===== src/io_processor_unit_defines.vh =====
// constants shared by the selector processor cpu port files
`ifndef IO_PROCESSOR_UNIT_DEFINES_VH
`define IO_PROCESSOR_UNIT_DEFINES_VH

// ==================================================
// apb register map (byte addresses)
`define REG_CTRL_ADDR      12'h000
`define REG_STATUS_ADDR    12'h004
`define REG_CLEAR_ADDR     12'h008
`define REG_WORD_ADDR      12'h00C

// ==================================================
// control register fields
`define CTRL_LAST_BIT      0
`define CTRL_IZC_BIT       1
`define CTRL_ICE_BIT       2
`define CTRL_IUE_BIT       3
`define CTRL_WB_BIT        4
`define CTRL_ADDR_LSB      8
`define CTRL_ADDR_MSB      10
`define CTRL_RESET         11'h000
`define CTRL_WIDTH         11

// ==================================================
// status register fields
`define STAT_BITS_LSB      0
`define STAT_BITS_MSB      4
`define STAT_PR_BIT        16
`define STAT_CC1_BIT       17
`define STAT_CC2_BIT       18
`define STAT_STATE_LSB     19
`define STAT_STATE_MSB     21
`define STAT_EDGE_LSB      24
`define STAT_EDGE_MSB      31

// ==================================================
// own status bit indices inside the sticky vector (word bits 8..12)
`define OWN_INC_LEN        0
`define OWN_XMIT_ERR       1
`define OWN_ZERO_CNT       2
`define OWN_CHAN_END       3
`define OWN_UNUSUAL        4
`define OWN_WIDTH          5
`define OWN_ZERO_PAD       3'h0

// ==================================================
// function codes, first line in the msb
`define FN_START           3'h0
`define FN_TEST            3'h1
`define FN_TEST_DEV        3'h2
`define FN_HALT            3'h3
`define FN_ACK_INT         3'h6

// ==================================================
// sequencer states
`define ST_IDLE            3'h0
`define ST_PASS            3'h1
`define ST_TERM            3'h2
`define ST_MEMRD           3'h3
`define ST_CTRL            3'h4
`define ST_MEMWR           3'h5
`define ST_SETTLE          3'h6
`define ST_PROCEED         3'h7

// ==================================================
// misc widths
`define SYNC_WIDTH         9
`define ZERO32             32'h0000_0000

`endif


===== src/pin_sync.v =====
// two flip-flop synchroniser bank for the cpu cable inputs
`timescale 1ns/1ps
module pin_sync #(
	parameter W = 1
) (
	input  wire         clk_in,
	input  wire         rst_in,
	input  wire [W-1:0] async_in,
	output wire [W-1:0] sync_out
);
	reg [W-1:0] meta_ff;
	reg [W-1:0] sync_ff;

	// ==================================================
	// per-bit stages; the first stage feeds only the second
	genvar i;
	generate
		for (i = 0; i < W; i = i + 1) begin : g_bit
			always @(posedge clk_in or posedge rst_in) begin
				if (rst_in) begin
					meta_ff[i] <= 1'b0;
					sync_ff[i] <= 1'b0;
				end else begin
					meta_ff[i] <= async_in[i];
					sync_ff[i] <= meta_ff[i];
				end
			end
		end
	endgenerate

	assign sync_out = sync_ff;
endmodule


===== src/func_decode.v =====
// function code and processor address decoder
`timescale 1ns/1ps
`include "io_processor_unit_defines.vh"
module func_decode (
	input  wire [2:0] func_in,
	input  wire [2:0] addr_in,
	input  wire [2:0] own_addr_in,
	input  wire       irq_in,
	output wire       start_out,
	output wire       test_out,
	output wire       tdev_out,
	output wire       halt_out,
	output wire       ack_out,
	output wire       claim_out
);
	wire addr_hit;

	// ==================================================
	// code table
	assign start_out = (func_in == `FN_START);
	assign test_out  = (func_in == `FN_TEST);
	assign tdev_out  = (func_in == `FN_TEST_DEV);
	assign halt_out  = (func_in == `FN_HALT);
	assign ack_out   = (func_in == `FN_ACK_INT);

	assign addr_hit  = (addr_in == own_addr_in);
	assign claim_out = ((start_out | test_out | tdev_out | halt_out) & addr_hit)
		| (ack_out & irq_in);
endmodule


===== src/selector_io_processor.v =====
// cpu instruction port of the selector io processor
`timescale 1ns/1ps
`include "io_processor_unit_defines.vh"
module selector_io_processor (
	input  wire        clk_in,
	input  wire        rst_in,
	// apb slave
	input  wire        psel_in,
	input  wire        penable_in,
	input  wire        pwrite_in,
	input  wire [11:0] paddr_in,
	input  wire [31:0] pwdata_in,
	output wire [31:0] prdata_out,
	output wire        pready_out,
	output wire        pslverr_out,
	// cpu cable, asynchronous
	input  wire        source_clock_1mhz_in,
	input  wire        control_strobe_in,
	input  wire        func_code_bit0_in,
	input  wire        func_code_bit1_in,
	input  wire        func_code_bit2_in,
	input  wire [2:0]  processor_addr_in,
	input  wire        reset_io_in,
	output wire        interrupt_request_out,
	output wire        cond_code_one_n_out,
	output wire        cond_code_two_n_out,
	output wire        cond_code_oe_out,
	output wire        proceed_out,
	output wire        strobe_pass_out,
	// controller side and service logic, same clock
	output wire        ctrl_clock_out,
	output wire        ctrl_reset_out,
	input  wire        dc_int_req_in,
	input  wire        service_active_in,
	input  wire        partial_cond_in,
	output wire        end_service_out,
	output wire        ctrl_req_out,
	input  wire        ctrl_cc_valid_in,
	input  wire        data_order_request_in,
	input  wire        in_out_request_in,
	input  wire        dc_addr_match_in,
	input  wire [7:0]  dc_status_in,
	output wire        mem_rd_req_out,
	input  wire        mem_rd_done_in,
	input  wire        mem_parity_err_in,
	output wire        mem_wr_req_out,
	input  wire        mem_release_in,
	output wire [15:0] status_word_out,
	// status events, one-cycle pulses
	input  wire        inc_len_status_ev_in,
	input  wire        inc_len_buffer_ev_in,
	input  wire        xmit_err_ev_in,
	input  wire        zero_cnt_in_ev_in,
	input  wire        zero_cnt_out_ev_in,
	input  wire        chan_end_ev_in,
	input  wire        halt_terminal_ev_in
);
	// ==================================================
	// declarations
	wire [`SYNC_WIDTH-1:0] raw_pins;
	wire [`SYNC_WIDTH-1:0] sync_pins;
	wire                   srcclk_s;
	wire                   strobe_s;
	wire [2:0]             func_s;
	wire [2:0]             addr_s;
	wire                   rio_s;
	wire                   is_start;
	wire                   is_test;
	wire                   is_tdev;
	wire                   is_halt;
	wire                   is_ack;
	wire                   claim;
	wire                   wr_en;
	wire                   rd_en;
	wire                   addr_ok;
	wire                   clr_wr;
	wire [`OWN_WIDTH-1:0]  set_ev;
	wire [`OWN_WIDTH-1:0]  clr_bits;
	wire [`OWN_WIDTH-1:0]  hio_clr;
	wire [2:0]             own_addr;

	reg  [`CTRL_WIDTH-1:0] ctrl_ff;
	reg  [`OWN_WIDTH-1:0]  own_ff;
	reg  [2:0]             state_ff;
	reg  [2:0]             nxt_state;
	reg                    strobe_d_ff;
	reg                    srcclk_d_ff;
	reg  [7:0]             edge_cnt_ff;
	reg                    cc1_ff;
	reg                    nxt_cc1;
	reg                    cc2_ff;
	reg                    nxt_cc2;
	reg                    ack_ff;
	reg                    nxt_ack;
	reg                    halt_ff;
	reg                    nxt_halt;
	reg                    hio_hit;
	reg  [15:0]            word_ff;
	reg                    word_ld;
	reg  [31:0]            rdata;
	reg                    clkfwd_ff;
	reg                    rstfwd_ff;

	// ==================================================
	// cable inputs pass two flops before any logic
	assign raw_pins = {source_clock_1mhz_in, control_strobe_in, func_code_bit0_in,
		func_code_bit1_in, func_code_bit2_in, processor_addr_in, reset_io_in};

	pin_sync #(
		.W (`SYNC_WIDTH)
	) u_sync (
		.clk_in   (clk_in),
		.rst_in   (rst_in),
		.async_in (raw_pins),
		.sync_out (sync_pins)
	);

	assign srcclk_s = sync_pins[8];
	assign strobe_s = sync_pins[7];
	assign func_s   = sync_pins[6:4];
	assign addr_s   = sync_pins[3:1];
	assign rio_s    = sync_pins[0];
	assign own_addr = ctrl_ff[`CTRL_ADDR_MSB:`CTRL_ADDR_LSB];

	// ==================================================
	// instruction decode
	func_decode u_dec (
		.func_in     (func_s),
		.addr_in     (addr_s),
		.own_addr_in (own_addr),
		.irq_in      (interrupt_request_out),
		.start_out   (is_start),
		.test_out    (is_test),
		.tdev_out    (is_tdev),
		.halt_out    (is_halt),
		.ack_out     (is_ack),
		.claim_out   (claim)
	);

	// ==================================================
	// forwarded clock and reset toward the controllers
	// resampled copy, delayed by the synchroniser
	always @(posedge clk_in or posedge rst_in) begin
		if (rst_in) begin
			clkfwd_ff   <= 1'b0;
			rstfwd_ff   <= 1'b0;
			srcclk_d_ff <= 1'b0;
			edge_cnt_ff <= 8'h00;
		end else begin
			clkfwd_ff   <= srcclk_s;
			srcclk_d_ff <= srcclk_s;
			rstfwd_ff   <= rio_s;
			// rising edges counted so software can see the clock alive
			if (srcclk_s & ~srcclk_d_ff) begin
				edge_cnt_ff <= edge_cnt_ff + 8'h01;
			end
		end
	end

	assign ctrl_clock_out = clkfwd_ff;
	assign ctrl_reset_out = rstfwd_ff;

	// ==================================================
	// sequencer next state
	always @* begin
		nxt_state = state_ff;
		nxt_cc1   = cc1_ff;
		nxt_cc2   = cc2_ff;
		nxt_ack   = ack_ff;
		nxt_halt  = halt_ff;
		word_ld   = 1'b0;
		hio_hit   = 1'b0;
		case (state_ff)
			`ST_IDLE: begin
				nxt_cc1 = 1'b0;
				nxt_cc2 = 1'b0;
				if (strobe_s & ~strobe_d_ff) begin
					nxt_ack  = is_ack;
					nxt_halt = is_halt;
					if (!claim) begin
						// last on chain answers itself, codes false
						if (ctrl_ff[`CTRL_LAST_BIT]) begin
							nxt_state = `ST_SETTLE;
						end else begin
							nxt_state = `ST_PASS;
						end
					end else if ((is_start | is_test | is_tdev) & partial_cond_in) begin
						nxt_cc2   = 1'b1;
						nxt_state = `ST_SETTLE;
					end else if ((is_halt | is_ack) & service_active_in) begin
						nxt_state = `ST_TERM;
					end else if (is_ack) begin
						nxt_state = `ST_CTRL;
					end else begin
						nxt_state = `ST_MEMRD;
					end
				end
			end
			`ST_PASS: begin
				if (!strobe_s) begin
					nxt_state = `ST_IDLE;
				end
			end
			`ST_TERM: begin
				if (!service_active_in) begin
					nxt_state = ack_ff ? `ST_CTRL : `ST_MEMRD;
				end
			end
			`ST_MEMRD: begin
				if (mem_rd_done_in) begin
					if (mem_parity_err_in) begin
						nxt_state = `ST_SETTLE;
					end else begin
						nxt_state = `ST_CTRL;
					end
				end
			end
			`ST_CTRL: begin
				if (ctrl_cc_valid_in) begin
					if (ack_ff) begin
						// pass through, clear two on unusual end
						nxt_cc1 = data_order_request_in;
						nxt_cc2 = in_out_request_in
							& ~(dc_addr_match_in & own_ff[`OWN_UNUSUAL]);
						word_ld = 1'b1;
						nxt_state = `ST_MEMWR;
					end else begin
						nxt_cc1 = data_order_request_in;
						nxt_cc2 = in_out_request_in;
						hio_hit = halt_ff & dc_addr_match_in;
						// proceed after codes unless a write follows
						nxt_state = ctrl_ff[`CTRL_WB_BIT] ? `ST_MEMWR : `ST_SETTLE;
					end
				end
			end
			`ST_MEMWR: begin
				// wait for address release of the last request
				if (mem_release_in) begin
					nxt_state = `ST_SETTLE;
				end
			end
			`ST_SETTLE: begin
				// codes stand one cycle before proceed
				nxt_state = `ST_PROCEED;
			end
			`ST_PROCEED: begin
				if (!strobe_s) begin
					nxt_state = `ST_IDLE;
				end
			end
			default: begin
				nxt_state = `ST_IDLE;
			end
		endcase
	end

	// ==================================================
	// sequencer registers
	always @(posedge clk_in or posedge rst_in) begin
		if (rst_in) begin
			state_ff    <= `ST_IDLE;
			cc1_ff      <= 1'b0;
			cc2_ff      <= 1'b0;
			ack_ff      <= 1'b0;
			halt_ff     <= 1'b0;
			strobe_d_ff <= 1'b0;
			word_ff     <= 16'h0000;
		end else begin
			strobe_d_ff <= strobe_s;
			if (rio_s) begin
				state_ff <= `ST_IDLE;
				cc1_ff   <= 1'b0;
				cc2_ff   <= 1'b0;
				ack_ff   <= 1'b0;
				halt_ff  <= 1'b0;
			end else begin
				state_ff <= nxt_state;
				cc1_ff   <= nxt_cc1;
				cc2_ff   <= nxt_cc2;
				ack_ff   <= nxt_ack;
				halt_ff  <= nxt_halt;
			end
			// controller status low, own status high
			// top three word bits are zero
			if (word_ld) begin
				word_ff <= {`OWN_ZERO_PAD, own_ff, dc_status_in};
			end
		end
	end

	// ==================================================
	// cable and service outputs
	// proceed tied to the sequencer, released by strobe fall
	assign proceed_out         = (state_ff == `ST_PROCEED);
	// codes driven from settle until strobe drop
	assign cond_code_oe_out    = (state_ff == `ST_SETTLE) | (state_ff == `ST_PROCEED);
	assign cond_code_one_n_out = cc1_ff;
	assign cond_code_two_n_out = cc2_ff;
	assign strobe_pass_out     = (state_ff == `ST_PASS) & strobe_s;
	assign end_service_out     = (state_ff == `ST_TERM);
	assign ctrl_req_out        = (state_ff == `ST_CTRL);
	assign mem_rd_req_out      = (state_ff == `ST_MEMRD);
	assign mem_wr_req_out      = (state_ff == `ST_MEMWR);
	assign status_word_out     = word_ff;
	// request follows controllers, dropped while acknowledging
	assign interrupt_request_out = dc_int_req_in
		& ~(ack_ff & (state_ff != `ST_IDLE) & (state_ff != `ST_PASS));

	// ==================================================
	// own sticky status bits
	// incorrect length from either source
	assign set_ev[`OWN_INC_LEN]  = inc_len_status_ev_in | inc_len_buffer_ev_in;
	assign set_ev[`OWN_XMIT_ERR] = xmit_err_ev_in;
	// zero count, input needs the flag
	assign set_ev[`OWN_ZERO_CNT] = (ctrl_ff[`CTRL_IZC_BIT] & zero_cnt_in_ev_in)
		| zero_cnt_out_ev_in;
	assign set_ev[`OWN_CHAN_END] = ctrl_ff[`CTRL_ICE_BIT] & chan_end_ev_in;
	// unusual end on channel end or halt order
	assign set_ev[`OWN_UNUSUAL]  = ctrl_ff[`CTRL_IUE_BIT]
		& (chan_end_ev_in | halt_terminal_ev_in);

	// halt with matching controller clears the three interrupt bits
	assign hio_clr  = {hio_hit, hio_hit, hio_hit, 1'b0, 1'b0};
	assign clr_bits = (clr_wr ? pwdata_in[`STAT_BITS_MSB:`STAT_BITS_LSB]
		: {`OWN_WIDTH{1'b0}}) | hio_clr;

	// set wins over every clear
	always @(posedge clk_in or posedge rst_in) begin
		if (rst_in) begin
			own_ff <= {`OWN_WIDTH{1'b0}};
		end else if (rio_s) begin
			own_ff <= set_ev;
		end else begin
			own_ff <= (own_ff & ~clr_bits) | set_ev;
		end
	end

	// ==================================================
	// apb slave, zero wait states
	assign addr_ok = (paddr_in == `REG_CTRL_ADDR) | (paddr_in == `REG_STATUS_ADDR)
		| (paddr_in == `REG_CLEAR_ADDR) | (paddr_in == `REG_WORD_ADDR);
	assign wr_en   = psel_in & penable_in & pwrite_in;
	assign rd_en   = psel_in & ~pwrite_in;
	assign clr_wr  = wr_en & (paddr_in == `REG_CLEAR_ADDR);

	// control register, software steers flags and chain position
	always @(posedge clk_in or posedge rst_in) begin
		if (rst_in) begin
			ctrl_ff <= `CTRL_RESET;
		end else if (wr_en & (paddr_in == `REG_CTRL_ADDR)) begin
			ctrl_ff <= pwdata_in[`CTRL_WIDTH-1:0];
		end
	end

	// read mux, unmapped reads give zero
	always @* begin
		rdata = `ZERO32;
		case (paddr_in)
			`REG_CTRL_ADDR: begin
				rdata[`CTRL_WIDTH-1:0] = ctrl_ff;
			end
			`REG_STATUS_ADDR: begin
				rdata[`STAT_BITS_MSB:`STAT_BITS_LSB]   = own_ff;
				rdata[`STAT_PR_BIT]                    = proceed_out;
				rdata[`STAT_CC1_BIT]                   = cc1_ff;
				rdata[`STAT_CC2_BIT]                   = cc2_ff;
				rdata[`STAT_STATE_MSB:`STAT_STATE_LSB] = state_ff;
				rdata[`STAT_EDGE_MSB:`STAT_EDGE_LSB]   = edge_cnt_ff;
			end
			`REG_WORD_ADDR: begin
				rdata[15:0] = word_ff;
			end
			default: begin
				rdata = `ZERO32;
			end
		endcase
	end

	assign prdata_out  = rd_en ? rdata : `ZERO32;
	assign pready_out  = 1'b1;
	assign pslverr_out = psel_in & penable_in & ~addr_ok;
endmodule


===== config.mk =====
export PLATFORM = sky130hd
export DESIGN_NAME = selector_io_processor
export DESIGN_NICKNAME = d
export VERILOG_FILES = /design/src/pin_sync.v /design/src/func_decode.v /design/src/selector_io_processor.v
export VERILOG_INCLUDE_DIRS = /design/src
export SDC_FILE = /design/constraint.sdc
export NUM_CORES = 1
export LEC_CHECK = 0
export BUFFER_PORTS_ARGS = -buffer_cell sky130_fd_sc_hd__buf_4
export CAP_MARGIN = 0
export CORE_UTILIZATION = 50
export DETAILED_ROUTE_END_ITERATION = 16
export PLACE_DENSITY_LB_ADDON = 0.15
export SLEW_MARGIN = 20
export SYNTH_ARGS = -nofsm -noshare
export SYNTH_HDL_FRONTEND = slang
export SYNTH_SLANG_ARGS = --single-unit
export TNS_END_PERCENT = 1

===== constraint.sdc =====
create_clock -name clk_in -period 4.85 [get_ports clk_in]
set_input_delay 0.97 -clock clk_in [delete_from_list [all_inputs] [get_ports clk_in]]
set_output_delay 0.97 -clock clk_in [all_outputs]
set_load 0.005 [all_outputs]

==> flow_summary_export.csv <==
group,metric,value,unit
clock_network,cts_tree,"yes",
clock_network,cts_max_level,3,
yosys,synth_area,3156,um2
detailed_routing,num_vias,2602,
yosys,yosys_warnings,0,
yosys,synth_common_cells,"dfrtp_1, mux2_2, nor2_1",
detailed_routing,first_iter_violations,126,
global_routing,grt_pass1_wl,11170,um
clock_network,hold_buffers,0,
cells_and_area,areaGrowthSynthToFinish,34.54,%
pwr,ir_worst_vdd,239.3,uV
global_routing,grt_max_degree,35,
detailed_routing,vias_per_cell,5.376,
global_routing,antenna_found_initial,0,
die,die-area,6632,um2
run,drv_cap,0,
detailed_routing,drc_errors,0,
yosys,async_flop_share,100.0,%
outcome,status,"finished clean",
sta,finalMaxSlewViolations,0,
cells_and_area,layout-drive-gt1-share,41.81,%
placed_design,placed_cells,468,
placed_design,hpwl,5438,um
sta,fin_hold_ws,351.7,ps
yosys,yosysMostFrequentCell,"dfrtp_1",
clock_network,numCtsBuffers,9,
pwr,leakagePower,2.097,nW
yosys,synthFlopType,"dfrtp_1",
yosys,ys_seq_area_share,51.55,%
die,fp.dieW,81.44,um
sta,slew_headroom,43.85,%
placed_design,gp_congestion,0.8884,
pwr,power_per_cell_area,365.5,nW/um2
yosys,synth_edf_count,0,
global_routing,grt.overflow.total,0,
sta,fin_skew,10.25,ps
worst_setup_path,path_max_fanout,14,
placed_design,port_buffers,114,
hold_path,min_path_type,"flip-flop to flip-flop",
sta,final_hold_viol_count,0,
sta,period_share,81.24,%
detailed_routing,wl,7393,um
clock_network,clk_pin_slew_worst_paths,70,ps
yosys,synthCells,293,
global_routing,grt_usage,22.70,%
detailed_routing,wl_per_cell,15.27,um
worst_setup_path,worstSetupEndpointType,"primary output",
clock_network,clock_latency,330,ps
die,core_area,5991,um2
clock_network,cts_resized,0,
worst_setup_path,worstPathArrival,2970,ps
yosys,synth_area_leaders,"dfrtp_1, mux2_2, and2_1, nor2_1, a22oi_1",
global_routing,grt_pass1_vias,2397,
die,start_util,52.67,%
sta,min_period,3940,ps
die,die_h,81.44,um
sta,rsz0062_at_grt,"no",
sta,setup_viol,0,
die,ioPinCount,145,
detailed_routing,drt_first_pass_iters,4,
cells_and_area,finalNonFillerCells,484,
cells_and_area,final_nets,488,
cells_and_area,n_antenna_cell,0,
yosys,yosys.area.top_type,"dfrtp_1",
clock_network,numClockSinks,65,
clock_network,postCtsSetupRepairBufs,0,
clock_network,cts-root-buf,"clkbuf_8",
yosys,ys_ff_latch,65,
sta,fmaxAchievable,0.2538,GHz
die,rows,28,
clock_network,cts_max_path_buffers,2,
sta,worst_slew_pin_slew,839.1,ps
worst_setup_path,worstSetupPathType,"input pin to primary output",
yosys,yosysUniqueCellTypes,48,
sta,setup_tns,0,ps
cells_and_area,fin_util,70.86,%
worst_setup_path,required,3880,ps
detailed_routing,detail-route-antenna-nets,0,
yosys,synth_top_area_share,51.55,%
yosys,avgSynthCellArea,10.77,um2
worst_setup_path,start_kind,"input pin",
final timing paths:
kind	start	cells after the start	slack, ps	endpoint
min	u_sync.meta_ff[0]	0	350	u_sync.sync_out[0]
min reg2reg	u_sync.meta_ff[0]	0	350	u_sync.sync_out[0]
max	paddr_in[7]	7	910	prdata_out[16]
min in group asynchronous	rst_in	2	750	status_word_out[6]
max reg2reg	state_ff[2]	4	2440	status_word_out[3]
max in group asynchronous	rst_in	3	3230	u_sync.sync_out[3]
final cells by class:
type | instances | area, um2
Fill cell | 463 | 1745
Sequential cell | 65 | 1627
Multi-Input combinational cell | 207 | 1416
Timing Repair Buffer | 116 | 870.8
Clock buffer | 9 | 123.9
Clock inverter | 7 | 95.09
Tap cell | 75 | 93.84
Inverter | 5 | 18.77
metal layers:
| layer | vias up | track usage, % | wire length (um) |
|---|---|---|---|
| met5 | - | 0 | 0 |
| met4 | 0 | 8.571 | 129 |
| met3 | 13 | 5.667 | 431 |
| met2 | 93 | 37.58 | 3708 |
| met1 | 1254 | 28.57 | 3123 |
| li1 | 1242 | - | - |
flip-flops by register name, summed over array words and instances (netlist names):
register	cells
strobe_d_ff	1
ack_ff	1
ctrl_ff	11
cond_code_two_n_out	1
ctrl_reset_out	1
u_sync.meta_ff	9
ctrl_clock_out	1
u_sync.sync_out	9
cond_code_one_n_out	1
own_ff	5
state_ff	3
status_word_out	13
halt_ff	1
edge_cnt_ff	8
cell usage in the layout, fill, tap and decap left out, types with 3 or more instances in the layout:
cell      netlist  layout
or3_1           3       3
nor3b_1         3       3
a22oi_1        11      11
nor2b_1         7       7
inv_1           5       4
nand3_1        12      12
conb_1          2       9
o211ai_1        3       3
clkbuf_8        0       9
xnor2_1         3       3
dfrtp_1        65      65
nand2_1        16      16
mux2_2         30      30
nand2b_1        4       4
and2_1         20      20
buf_4          10     116
o21ai_0         7       7
a21oi_1         9       9
nor3_1          6       6
xor2_1          8       8
and3_1          3       3
nor2_1         23      23
stage by stage:
| stage | power (mW) | area [um2] | worst slack (ps) |
|---|---|---|---|
| 5_1_grt | 1.643 | 4245 | 780.5 |
| 6_report | 1.551 | 4245 | 909.6 |
| 4_1_cts | 1.554 | 4245 | 895.9 |
| 2_1_floorplan | 0.9241 | 3182 | 1576 |
| 3_3_place_gp | 1.042 | 4026 | 940.8 |
| 3_5_place_dp | 1.056 | 4026 | 890.9 |
cell families after synthesis:
| kind of cell | Yosys count | synth area share [%] |
|---|---|---|
| AOI/OAI and AO/OA | 46 | 10.19 |
| xor gates and xnor gates | 11 | 3.053 |
| adders and majority gates | 1 | 0.3964 |
| buffers and inverters | 28 | 4.600 |
| DFF | 65 | 51.55 |
| muxes | 30 | 10.71 |
| other | 2 | 0.2380 |
| and+or+nand+nor | 110 | 19.27 |
power breakdown:
group | switching [mW] | leakage (nW) | internal [mW]
clock network | 0.210 | 0.109 | 0.289
registers | 0.0931 | 0.837 | 0.601
logic | 0.170 | 1.15 | 0.188
worst max-delay path, cell delays in order:
cell,delay [ps]
buf_4,110
nor4_1,260
nand3_1,250
or3b_4,540
nor3b_4,450
nor3b_1,240
buf_4,140
No activity file was read; power rests on OpenSTA's default activity.
